==> src/rtl/wss_map.vh <==
// Register map, field positions, reset values and encodings for the wake status and SMI enable block
`ifndef WSS_MAP_VH
`define WSS_MAP_VH

// Register indices; byte address is four times the index
`define WSS_IDX_WAKE_EN_ONE      8'hB0
`define WSS_IDX_WAKE_EN_TWO      8'hB1
`define WSS_IDX_STATUS_ONE       8'hB2
`define WSS_IDX_STATUS_TWO       8'hB3
`define WSS_IDX_ROUTE_EN_ONE     8'hB4
`define WSS_IDX_ROUTE_EN_TWO     8'hB5
`define WSS_IDX_SMI_SRC_VIEW     8'hB6
`define WSS_IDX_IRQ_STATUS       8'hBA
`define WSS_IDX_IRQ_MASK         8'hBB

// Byte addresses on the bus
`define WSS_ADDR_WAKE_EN_ONE     12'h2C0
`define WSS_ADDR_WAKE_EN_TWO     12'h2C4
`define WSS_ADDR_STATUS_ONE      12'h2C8
`define WSS_ADDR_STATUS_TWO      12'h2CC
`define WSS_ADDR_ROUTE_EN_ONE    12'h2D0
`define WSS_ADDR_ROUTE_EN_TWO    12'h2D4
`define WSS_ADDR_SMI_SRC_VIEW    12'h2D8
`define WSS_ADDR_IRQ_STATUS      12'h2E8
`define WSS_ADDR_IRQ_MASK        12'h2EC

// Reset values
`define WSS_RST_WAKE_EN_ONE      8'h00
`define WSS_RST_WAKE_EN_TWO      8'h80
`define WSS_RST_STATUS           8'h00
`define WSS_RST_ROUTE_EN         8'h00
`define WSS_RST_IRQ              4'h0

// Implemented bits of the second wake enable, and wake-capable bits of the second status register
`define WSS_WAKE_EN_TWO_MASK     8'hD3
`define WSS_STATUS_TWO_WAKE_MASK 8'h13

// Field positions, status one
`define WSS_S1_GROUP_ONE         4
`define WSS_S1_GROUP_TWO         5
`define WSS_S1_RTC_ALARM         7
// Field positions, status two
`define WSS_S2_UART_ONE_RX       0
`define WSS_S2_UART_TWO_RX       1
`define WSS_S2_BUTTON            2
`define WSS_S2_SECOND_ALARM      4
// Field position, second route enable
`define WSS_R2_PIN_ENABLE        7

// Event bits of the interrupt status register
`define WSS_EV_STATUS_ONE        0
`define WSS_EV_STATUS_TWO        1
`define WSS_EV_SMI_RISE          2
`define WSS_EV_POWER_UP          3

// Bus encoding and number of pin edge latches
`define WSS_HTRANS_NONSEQ_BIT    1
`define WSS_NUM_PIN_EDGES        8

`endif

==> src/rtl/wss_edge_latch.v <==
// Falling-edge event latches with enable gating and clear on read
`timescale 1ns/1ps
module wss_edge_latch #(
    parameter N = 8
) (
    // Clock and reset
    input  wire         clk,
    input  wire         rst_n,
    // Per-bit pins, set enables and clear pulses
    input  wire [N-1:0] pin,
    input  wire [N-1:0] set_en,
    input  wire [N-1:0] clr,
    // Latched state and new-event pulses
    output wire [N-1:0] stat,
    output wire [N-1:0] set_pulse
);

genvar i;
generate
    for (i = 0; i < N; i = i + 1) begin : g_bit
        reg  prev_ff;
        reg  stat_ff;
        wire fall;
        wire nxt_stat;
        // Previous level resets low, so a pin held low at release is no edge
        assign fall         = prev_ff & ~pin[i] & set_en[i];
        assign nxt_stat     = fall | (stat_ff & ~clr[i]);
        assign stat[i]      = stat_ff;
        assign set_pulse[i] = fall & ~stat_ff;
        always @(posedge clk or negedge rst_n) begin
            if (!rst_n) begin
                prev_ff <= 1'b0;
                stat_ff <= 1'b0;
            end else begin
                prev_ff <= pin[i];
                stat_ff <= nxt_stat;
            end
        end
    end
endgenerate

endmodule

==> src/rtl/wss_top.v <==
// Wake-up status, wake enables and SMI routing registers behind an AHB-Lite slave
`timescale 1ns/1ps
`include "wss_map.vh"
module wss_top (
    // Clock and reset
    input  wire        CLK,
    input  wire        RST_N,
    // AHB-Lite slave
    input  wire        HSEL,
    input  wire [31:0] HADDR,
    input  wire [1:0]  HTRANS,
    input  wire        HWRITE,
    input  wire [2:0]  HSIZE,
    input  wire [31:0] HWDATA,
    input  wire        HREADY,
    output wire [31:0] HRDATA,
    output wire        HREADYOUT,
    output wire        HRESP,
    // Wake pins and internal wake signals
    input  wire        UART_ONE_RING_WAKE,
    input  wire        UART_TWO_RING_WAKE,
    input  wire        KEYBOARD_CLOCK_WAKE,
    input  wire        MOUSE_CLOCK_WAKE,
    input  wire        INFRARED_RX_TWO_WAKE,
    input  wire        UART_ONE_RX_WAKE,
    input  wire        UART_TWO_RX_WAKE,
    input  wire        BUTTON_PRESS_N,
    input  wire        RTC_ALARM,
    input  wire        SECOND_ALARM_WAKE,
    input  wire        GROUP_IRQ_ONE,
    input  wire        GROUP_IRQ_TWO,
    // Peripheral interrupt sources for SMI routing
    input  wire        DISK_IFACE_IRQ,
    input  wire        PARALLEL_IRQ,
    input  wire        UART_TWO_IRQ,
    input  wire        UART_ONE_IRQ,
    input  wire        FLOPPY_IRQ,
    input  wire        WATCHDOG_IRQ,
    // Power request and SMI pin
    output wire        POWER_UP_REQUEST_N,
    output wire        SYSTEM_MGMT_IRQ_N_O,
    output wire        SYSTEM_MGMT_IRQ_N_OE,
    // Interrupt to the host
    output wire        IRQ
);

// Bus phase state
localparam [1:0] ST_IDLE  = 2'b00;
localparam [1:0] ST_WRITE = 2'b01;
localparam [1:0] ST_RWAIT = 2'b10;
localparam [1:0] ST_RDONE = 2'b11;

reg  [1:0]  state_ff;
reg  [1:0]  nxt_state;
reg  [11:0] addr_ff;
reg  [31:0] hrdata_ff;

reg  [7:0]  wake_en_one_ff;
reg  [7:0]  wake_en_two_ff;
reg  [7:0]  route_en_one_ff;
reg  [7:0]  route_en_two_ff;
reg  [3:0]  irq_status_ff;
reg  [3:0]  irq_mask_ff;
reg         rtc_alarm_stat_ff;
reg         second_alarm_stat_ff;
reg         group_smi_ff;
reg         power_req_ff;
reg         irq_ff;

wire        access;
wire        rd_capture;
wire        wr_commit;
wire        clr_status_one;
wire        clr_status_two;
wire [7:0]  wr_byte;

wire [7:0]  pin_vec;
wire [7:0]  pin_set_en;
wire [7:0]  pin_clr;
wire [7:0]  pin_stat;
wire [7:0]  pin_new;

wire [7:0]  status_one;
wire [7:0]  status_two;
wire [7:0]  smi_src;
wire        nxt_group_smi;
wire        nxt_power_req;
wire        power_req_one;
wire        power_req_two;
wire        nxt_rtc_alarm_stat;
wire        nxt_second_alarm_stat;
wire [3:0]  irq_event;
wire [3:0]  irq_w1c;
wire [3:0]  nxt_irq_status;

reg  [7:0]  rd_mux;

// Address phase is taken when selected, NONSEQ/SEQ and the bus is ready
assign access    = HSEL & HTRANS[`WSS_HTRANS_NONSEQ_BIT] & HREADY;
// Only a read data phase stalls; a write completes in its first data cycle
assign HREADYOUT = (state_ff != ST_RWAIT);
assign HRESP     = 1'b0;
assign HRDATA    = hrdata_ff;

// Reads take one wait state so the data come from a flop after any prior write
// A read right behind a write therefore sees the new value
always @* begin
    nxt_state = state_ff;
    case (state_ff)
        ST_IDLE, ST_WRITE, ST_RDONE: begin
            if (access && HWRITE) begin
                nxt_state = ST_WRITE;
            end else if (access) begin
                nxt_state = ST_RWAIT;
            end else begin
                nxt_state = ST_IDLE;
            end
        end
        ST_RWAIT: begin
            nxt_state = ST_RDONE;
        end
        default: begin
            nxt_state = ST_IDLE;
        end
    endcase
end

assign rd_capture     = (state_ff == ST_RWAIT);
assign wr_commit      = (state_ff == ST_WRITE);
assign wr_byte        = HWDATA[7:0];
// The clear lands on the capture edge, so a read returns the very bits that it clears
assign clr_status_one = rd_capture & (addr_ff == `WSS_ADDR_STATUS_ONE);
assign clr_status_two = rd_capture & (addr_ff == `WSS_ADDR_STATUS_TWO);

// Address is kept for the decode in the data phase
always @(posedge CLK or negedge RST_N) begin
    if (!RST_N) begin
        state_ff <= ST_IDLE;
        addr_ff  <= 12'h000;
    end else begin
        state_ff <= nxt_state;
        if (access) begin
            addr_ff <= HADDR[11:0];
        end
    end
end

// Falling-edge pins; each set except the button's is gated by its wake enable
assign pin_vec = {BUTTON_PRESS_N, UART_TWO_RX_WAKE, UART_ONE_RX_WAKE, INFRARED_RX_TWO_WAKE,
                  MOUSE_CLOCK_WAKE, KEYBOARD_CLOCK_WAKE, UART_TWO_RING_WAKE, UART_ONE_RING_WAKE};
// Button has no wake enable and always latches
assign pin_set_en = {1'b1, wake_en_two_ff[`WSS_S2_UART_TWO_RX], wake_en_two_ff[`WSS_S2_UART_ONE_RX],
                     wake_en_one_ff[6], wake_en_one_ff[3:0]};
// Bits 7:5 belong to status two, bits 4:0 to status one
assign pin_clr    = {{3{clr_status_two}}, {5{clr_status_one}}};

// A new edge in the capture cycle of a clearing read wins over the clear
wss_edge_latch #(
    .N (`WSS_NUM_PIN_EDGES)
) u_edges (
    .clk       (CLK),
    .rst_n     (RST_N),
    .pin       (pin_vec),
    .set_en    (pin_set_en),
    .clr       (pin_clr),
    .stat      (pin_stat),
    .set_pulse (pin_new)
);

// Alarm bits set while their source is high and their wake enable is set, and clear on read unless set again
assign nxt_rtc_alarm_stat    = (RTC_ALARM & wake_en_one_ff[`WSS_S1_RTC_ALARM])
                               | (rtc_alarm_stat_ff & ~clr_status_one);
assign nxt_second_alarm_stat = (SECOND_ALARM_WAKE & wake_en_two_ff[`WSS_S2_SECOND_ALARM])
                               | (second_alarm_stat_ff & ~clr_status_two);

// Status one: latched pins, direct group interrupts, alarm
assign status_one = {rtc_alarm_stat_ff,
                     pin_stat[4],
                     GROUP_IRQ_TWO,
                     GROUP_IRQ_ONE,
                     pin_stat[3:2],
                     pin_stat[1],
                     pin_stat[0]};

// Status two: receive data, button, second alarm; reserved bits are zero
assign status_two = {3'h0,
                     second_alarm_stat_ff,
                     1'b0,
                     pin_stat[7],
                     pin_stat[6:5]};

// SMI sources in route-enable bit order
assign smi_src = {WATCHDOG_IRQ, GROUP_IRQ_ONE, GROUP_IRQ_TWO, FLOPPY_IRQ,
                  UART_ONE_IRQ, UART_TWO_IRQ, PARALLEL_IRQ, DISK_IFACE_IRQ};
// Group SMI is registered so the pin cannot glitch while sources change
assign nxt_group_smi = |(smi_src & route_en_one_ff);

// Power request from enabled sources only; the button latch is left out
// Group bits show raw in status one but wake the system only when enabled
assign power_req_one = |(status_one & wake_en_one_ff);
assign power_req_two = |(status_two & wake_en_two_ff & `WSS_STATUS_TWO_WAKE_MASK);
assign nxt_power_req = power_req_one | power_req_two;

// Interrupt events and write-one-to-clear status, set winning
assign irq_event[`WSS_EV_STATUS_ONE] = |pin_new[4:0]
                                       | (nxt_rtc_alarm_stat & ~rtc_alarm_stat_ff);
assign irq_event[`WSS_EV_STATUS_TWO] = |pin_new[7:5]
                                       | (nxt_second_alarm_stat & ~second_alarm_stat_ff);
assign irq_event[`WSS_EV_SMI_RISE]   = nxt_group_smi & ~group_smi_ff;
assign irq_event[`WSS_EV_POWER_UP]   = nxt_power_req & ~power_req_ff;
assign irq_w1c        = (wr_commit && addr_ff == `WSS_ADDR_IRQ_STATUS) ? wr_byte[3:0] : 4'h0;
// The mask gates only IRQ; status records every event
// IRQ is taken from the next status so it rises with the bit that it reports
assign nxt_irq_status = irq_event | (irq_status_ff & ~irq_w1c);

always @(posedge CLK or negedge RST_N) begin
    if (!RST_N) begin
        rtc_alarm_stat_ff    <= 1'b0;
        second_alarm_stat_ff <= 1'b0;
        group_smi_ff         <= 1'b0;
        power_req_ff         <= 1'b0;
        irq_status_ff        <= `WSS_RST_IRQ;
        irq_ff               <= 1'b0;
    end else begin
        rtc_alarm_stat_ff    <= nxt_rtc_alarm_stat;
        second_alarm_stat_ff <= nxt_second_alarm_stat;
        group_smi_ff         <= nxt_group_smi;
        power_req_ff         <= nxt_power_req;
        irq_status_ff        <= nxt_irq_status;
        irq_ff               <= |(nxt_irq_status & irq_mask_ff);
    end
end

// Software-written registers
always @(posedge CLK or negedge RST_N) begin
    if (!RST_N) begin
        wake_en_one_ff  <= `WSS_RST_WAKE_EN_ONE;
        wake_en_two_ff  <= `WSS_RST_WAKE_EN_TWO;
        route_en_one_ff <= `WSS_RST_ROUTE_EN;
        route_en_two_ff <= `WSS_RST_ROUTE_EN;
        irq_mask_ff     <= `WSS_RST_IRQ;
    end else if (wr_commit) begin
        case (addr_ff)
            `WSS_ADDR_WAKE_EN_ONE: begin
                wake_en_one_ff <= wr_byte;
            end
            `WSS_ADDR_WAKE_EN_TWO: begin
                wake_en_two_ff <= wr_byte & `WSS_WAKE_EN_TWO_MASK;
            end
            `WSS_ADDR_ROUTE_EN_ONE: begin
                route_en_one_ff <= wr_byte;
            end
            `WSS_ADDR_ROUTE_EN_TWO: begin
                route_en_two_ff <= wr_byte;
            end
            `WSS_ADDR_IRQ_MASK: begin
                irq_mask_ff <= wr_byte[3:0];
            end
            `WSS_ADDR_STATUS_ONE, `WSS_ADDR_STATUS_TWO, `WSS_ADDR_SMI_SRC_VIEW: begin
                // Read-only registers drop writes
                irq_mask_ff <= irq_mask_ff;
            end
            default: begin
                irq_mask_ff <= irq_mask_ff;
            end
        endcase
    end
end

// Read mux; status one and two are read-only and clear their latches on this read
always @* begin
    case (addr_ff)
        `WSS_ADDR_WAKE_EN_ONE: begin
            rd_mux = wake_en_one_ff;
        end
        `WSS_ADDR_WAKE_EN_TWO: begin
            rd_mux = wake_en_two_ff;
        end
        `WSS_ADDR_STATUS_ONE: begin
            rd_mux = status_one;
        end
        `WSS_ADDR_STATUS_TWO: begin
            rd_mux = status_two;
        end
        `WSS_ADDR_ROUTE_EN_ONE: begin
            rd_mux = route_en_one_ff;
        end
        `WSS_ADDR_ROUTE_EN_TWO: begin
            rd_mux = route_en_two_ff;
        end
        `WSS_ADDR_SMI_SRC_VIEW: begin
            rd_mux = smi_src;
        end
        `WSS_ADDR_IRQ_STATUS: begin
            rd_mux = {4'h0, irq_status_ff};
        end
        `WSS_ADDR_IRQ_MASK: begin
            rd_mux = {4'h0, irq_mask_ff};
        end
        default: begin
            rd_mux = 8'h00;
        end
    endcase
end

// Read data is captured once per read and holds until the next read
always @(posedge CLK or negedge RST_N) begin
    if (!RST_N) begin
        hrdata_ff <= 32'h00000000;
    end else if (rd_capture) begin
        hrdata_ff <= {24'h000000, rd_mux};
    end
end

// Outputs
// The pin is driven only while pin enable is set; otherwise it floats
assign POWER_UP_REQUEST_N   = ~power_req_ff;
assign SYSTEM_MGMT_IRQ_N_O  = ~group_smi_ff;
assign SYSTEM_MGMT_IRQ_N_OE = route_en_two_ff[`WSS_R2_PIN_ENABLE];
assign IRQ                  = irq_ff;

endmodule

==> config.mk <==
export PLATFORM = sky130hd
export DESIGN_NAME = wss_top
export DESIGN_NICKNAME = d
export VERILOG_FILES = /design/src/rtl/wss_edge_latch.v /design/src/rtl/wss_top.v
export VERILOG_INCLUDE_DIRS = /design/src /design/src/rtl
export SDC_FILE = /design/constraint.sdc
export NUM_CORES = 1
export LEC_CHECK = 0
export ABC_AREA = 1
export BUFFER_PORTS_ARGS = -buffer_cell sky130_fd_sc_hd__clkbuf_2
export CORE_ASPECT_RATIO = 0.9
export CORE_UTILIZATION = 53
export CTS_BUF_LIST = sky130_fd_sc_hd__clkbuf_4 sky130_fd_sc_hd__clkbuf_8
export CTS_CLUSTER_DIAMETER = 50
export CTS_CLUSTER_SIZE = 14
export DETAILED_ROUTE_END_ITERATION = 7
export MAX_ROUTING_LAYER = met4
export PLACE_DENSITY = 0.9
export SYNTH_ARGS = -nofsm -noshare
export SYNTH_HDL_FRONTEND = slang
export SYNTH_SLANG_ARGS = --single-unit
==> constraint.sdc <==
create_clock -name CLK -period 1.68 [get_ports CLK]
set_input_delay 0.168 -clock CLK [delete_from_list [all_inputs] [get_ports CLK]]
set_output_delay 0.168 -clock CLK [all_outputs]
set_load 0.005 [all_outputs]
# Word-level counts from Yosys, hierarchy flattened

Index checks and enable logic that the tools add are counted.
Widths: inputs -> output; s select.

Input port bits: 92
Register bits after elaboration: 80
Word-level logic and storage cells: 148

Equality and inequality tests: 13
Multiplexer cells: 5
Bitwise gates (word level): 85
Reduce and logical (&&, ||, !) cells: 15

Operators with widths:

| operator             | number |
|---|---|
| $eq 12x10->1 const B | 9 |
| $pmux 8 s9           | 1 |
| $and 1x1->1          | 43 |
| $not 1->1            | 22 |
| $and 8x8->8          | 2 |
| $reduce_or 8->1      | 2 |
| $or 1x1->1           | 13 |
| $reduce_and 2->1     | 5 |
| $reduce_or 3->1      | 3 |
| $and 4x4->4          | 2 |
| $and 5x5->5          | 1 |
| $reduce_or 5->1      | 1 |
| $eq 2x2->1 const B   | 2 |
| $mux 2               | 2 |
| $mux 4               | 1 |
| $not 4->4            | 1 |
| $or 4x4->4           | 1 |
| $pmux 2 s2           | 1 |
| $reduce_or 4->1      | 1 |
| $eq 2x1->1 const B   | 1 |
| $logic_and 1x1->1    | 2 |
| $logic_not 2->1      | 1 |
| $ne 2x2->1 const B   | 1 |

# Depth between registers and ports, before layout

Depth after elaboration: 10
Mapped depth: 12

# By module

From an unflattened synthesis, not the netlist that was laid out.

Cell total of the unflattened synthesis: 547
Area, all modules: 4,456.8 sq um

Modules (own cells, without submodules):

| module         | sequential area each (sq um) | times used | area an instance (sq um) | cells an instance |
|---|---|---|---|---|
| wss_top        | 1,602.8                      | 1          | 3,756.1                  | 483 |
| wss_edge_latch | 400.4                        | 1          | 700.7                    | 64 |

# Worst setup path after synthesis

Ideal clock, no wire load.

Path kind: register -> register
Start: reg addr_ff[1]
End: reg route_en_two_ff[6]
Slack: 0.207 ns
Arrival time: 1.353 ns
Buffers on the path: 1
Setup time: 0.120 ns
Data required time: 1.560 ns
Cell stages (with the launch flop): 10
Path through: dfrtp_1 nor2_2 nand2_1 nor2_2 inv_2 nor2_8 nand2_4 buf_6 nand2_2 o21ai_2

Cells in the longest elaborated chain, start to end: 2

RTL lines:

| what                       | line          | text |
|---|---|---|
| start: declaration         | wss_top.v:55  | `reg [11:0] addr_ff;` |
| start signal: assignment   | wss_top.v:143 | `addr_ff <= HADDR[11:0];` |
| $eq 12x10->1               | wss_top.v:243 | `case (addr_ff)` |
| $reduce_and 2->1 (no line) | n/a           |  |
| end signal: assignment     | wss_top.v:240 | `` route_en_two_ff <= `WSS_RST_ROUTE_EN; `` |
| end signal: assignment     | wss_top.v:254 | `route_en_two_ff <= wr_byte;` |
| end: declaration           | wss_top.v:61  | `reg [7:0] route_en_two_ff;` |

Every way passes these cells.
A chain may end at the register's enable or synchronous reset.

# Final worst setup path

Start: reg addr_ff[2]
End: reg hrdata_ff[2] (netlist: HRDATA[2])

Cells in the longest elaborated chain, start to end: 2
Elaborated cells on any way between the ends: 10
Classes of those cells: eq/ne (9); mux (1)

RTL lines:

| what                   | line          | text |
|---|---|---|
| $eq 12x10->1           | wss_top.v:272 | `case (addr_ff)` |
| $pmux 8 s9 *           | wss_top.v:272 |  |
| end signal: assignment | wss_top.v:311 | `hrdata_ff <= {24'h000000, rd_mux};` |
| end: declaration       | wss_top.v:56  | `reg [31:0] hrdata_ff;` |

Every way passes the cells marked *; elsewhere a longest branch is shown, timed or not.

==> metrics.csv <==
stage,metric,value,unit
run_status,outcome,"finished, final reports clean",
global_routing,Overflow after GRT,0,
yosys,synthesis-stage register bit count,80,
global_routing,busiest layer in global routing,met2,
run,Max Cap Viol,0,
clock_tree,H-tree levels,3,
critical_path,family with the most delay on the worst path,simple AND/OR/NAND/NOR gates,
route,WL final,10400,um
global_routing,global-route wire length before repair,16800,um
critical_path,Setup Crit Path Kind,reg -> reg,
critical_path,CP dominant cell by count,nand2_1,
route,mean routed wirelength per cell,14.6,um
power,pwr dens,886,nW/um^2
route,Via Count,3776,
global_routing,vias in the first global route,3469,
sta,worst setup margin,0.0426,ns
critical_path,Worst Path Arrival,1.93,ns
critical_path,CP Max Fanout,10,
layout,final design utilization,66.0,%
sta,Max Clk Rate,611,MHz
yosys,Synth async-reset ratio,100,%
sta,final setup fails,0,
critical_path,Worst Path Required,1.98,ns
layout,n_diodes,0,
layout,area grow syn2layout,19.8,%
clock_tree,CTS tree,built,
clock_tree,clock-pin slew on the worst setup and hold paths,0.08,ns
global_routing,met2 usage,42.3,%
sta,RSZ-0062 raised after global routing,yes,
die,Core ar.,7620,um^2
route,First-pass DRT Iterations,7,
place,Final HPWL DP,7590,um
critical_path,CP max stage delay,0.40,ns
yosys,register area share after synthesis,47.8,%
route,Vias per Instance,5.30,
sta,max-slew violations,0,
power,Final Total Pwr,4460,uW
hold_path,worst hold path class,in -> reg,
place,Setup WS pre-CTS,-0.00505,ns
clock_tree,TritonCTS Buffers,9,
die,DIE AREA,8270,um^2
die,Die Wd,95.8,um
global_routing,GR Util All Layers,28.0,%
yosys,"top cells by area, synth","dfrtp_1, nand2_1, buf_4, nor2_1, inv_1",
power,Leak Pwr,0.00284,uW
yosys,total of warnings raised by yosys,0,
die,boundary pin count,130,
global_routing,met3 Usage GRT,6.58,%
power,Worst VDD drop,664,uV
yosys,"top cells by count, synth","nand2_1, dfrtp_1, nor2_1, inv_1, buf_4",
yosys,Main synth FF type,dfrtp_1,
global_routing,largest net degree at the start of global routing,36,
yosys,most numerous cell in the Yosys netlist,nand2_1,
critical_path,"Slowest-stage cell, CP",dfrtp_1,
die,die height,86.4,um
layout,fraction of layout cells with a size suffix above 1,25.8,%
yosys,Post-synth EDFFs,0,
die,Rows,30,
yosys,"Avg Cell Area, Syn",7.99,um^2
route,Routed Antenna Nets,0,
yosys,library cells used by synthesis,30,
clock_tree,Max Root-Sink Buffers,2,
place,port buffer count,56,
place,routability cong.,0.986,
sta,Min Hold Slack,0.0236,ns
yosys,Cells after Synth,525,
global_routing,met1 Track Usage GR,38.0,%
sta,"Hold Violations, Final",0,
critical_path,Worst Setup End Kind,register,
clock_tree,clk sink count,80,
route,# DRC,0,
yosys,top-area cell type share of the netlist area,47.1,%
sta,setup TNS,0,ns
route,initial DRC count,317,
clock_tree,clk root buf,clkbuf_8,
critical_path,startpoint types,register,
yosys,Synth area leader,dfrtp_1,
yosys,Syn Std Cell Area,4190,um^2
global_routing,initial antenna violation count,0,
critical_path,crit path buf inv count,3,
sta,minimum clock period after layout,1.64,ns
sta,final worst path period share,97.5,%
layout,Layout Nets,703,
die,initial core utilization,55.0,%
sta,Max Clock Skew,0.00800,ns
critical_path,"critical path, cell by cell",inv_2 -> nand2_2 -> nor2_4 -> buf_4 -> nand2_4 -> inv_2 -> nand2_1 -> nand2_1 -> nor2_1 -> nand2_1 -> nand2_1 -> nand2_1,
clock_tree,Clock Latency Late Sink,0.36,ns
-- sequential cells by signal, summed over array words and instances (netlist names) --
register and cells:
wake_en_one_ff 8, route_en_two_ff 8, state_ff 2, IRQ 1, second_alarm_stat_ff 1, addr_ff 12, route_en_one_ff 8, power_req_ff 1
u_edges.g_bit.stat_ff 8, wake_en_two_ff 5, HRDATA 8, rtc_alarm_stat_ff 1, irq_status_ff 4, group_smi_ff 1, irq_mask_ff 4, u_edges.g_bit.prev_ff 8
-- power breakdown --
group | internal (uW) | leakage, uW | total, uW | switching (uW)
logic | 175 | 0.00188 | 542 | 367
clock network | 1140 | 0.000134 | 1850 | 705
registers | 2000 | 0.000822 | 2070 | 65.0
-- routing by layer --
| layer | part of all wire [%] | wire length [um] |
|---|---|---|
| met3 | 8.3 | 869 |
| met4 | 1.5 | 158 |
| met5 | 0 | 0 |
| met1 | 44 | 4570 |
| met2 | 46 | 4840 |
-- path summary, 6_finish.rpt --
check | start | endpoint | cells past startpoint | slack [ns]
setup / recovery | addr_ff[2]$_DFFE_PN0P_ | HRDATA[2]$_DFFE_PN0P_ | 12 | 0.04
hold / removal | HWRITE | state_ff[1]$_DFF_PN0_ | 2 | 0.02
setup reg to reg | addr_ff[2]$_DFFE_PN0P_ | HRDATA[2]$_DFFE_PN0P_ | 12 | 0.04
hold reg to reg | wake_en_two_ff[7]$_DFFE_PN1P_ | wake_en_two_ff[7]$_DFFE_PN1P_ | 2 | 0.48
max in group asynchronous | RST_N | wake_en_one_ff[1]$_DFFE_PN0P_ | 3 | 0.81
min in group asynchronous | RST_N | addr_ff[1]$_DFFE_PN0P_ | 2 | 0.32
-- cell usage in the layout, fill, tap and decap left out, drive strengths merged --
cell,count
nand2,189
dfrtp,79
clkbuf,64
nor2,61
inv,53
o21ai,50
conb,25
nand3,25
buf,19
a21oi,11
nand4,10
dlygate4sd3,9
nor3,5
nand3b,4
bufinv,4
o22ai,2
mux2,2
clkinv,2
nor3b,1
dfstp,1
-- layout make-up --
class | count | area, um^2
clock buffers | 9 | 124
clock inverters | 7 | 143
fillers | 620 | 2590
inverters | 52 | 195
multi-input cells | 385 | 1920
flip-flops and latches | 80 | 2000
well taps | 96 | 120
repair buffers | 83 | 520
-- cells by family (layout without fill, tap and decap cells) --
family | Yosys count | count (layout) | share of synthesized area (%)
DFF | 80 | 80 | 47.8
AOI/OAI and AO/OA | 63 | 63 | 9.01
muxes | 2 | 2 | 0.537
other | 1 | 25 | 0.0894
and+or+nand+nor | 295 | 295 | 32.5
buffers and inverters | 84 | 151 | 10.1
-- stage by stage --
stage / instances / area (um^2)
2_1_floorplan: 549 / 4280
3_3_place_gp: 682 / 4570
3_5_place_dp: 682 / 4570
4_1_cts: 707 / 4930
5_1_grt: 712 / 5030
6_report: 712 / 5030
-- timing repair --
item | 4_1_cts | 5_1_grt
endpoints found under the hold margin | 39 | 0
hold buffers | 9 | 0
endpoints found under the setup margin | 3 | 29
buffers inserted | 0 | 5
gates resized for setup | 1 | 17
pin swaps | 0 | 4
Power figures use the tool's default switching activity.
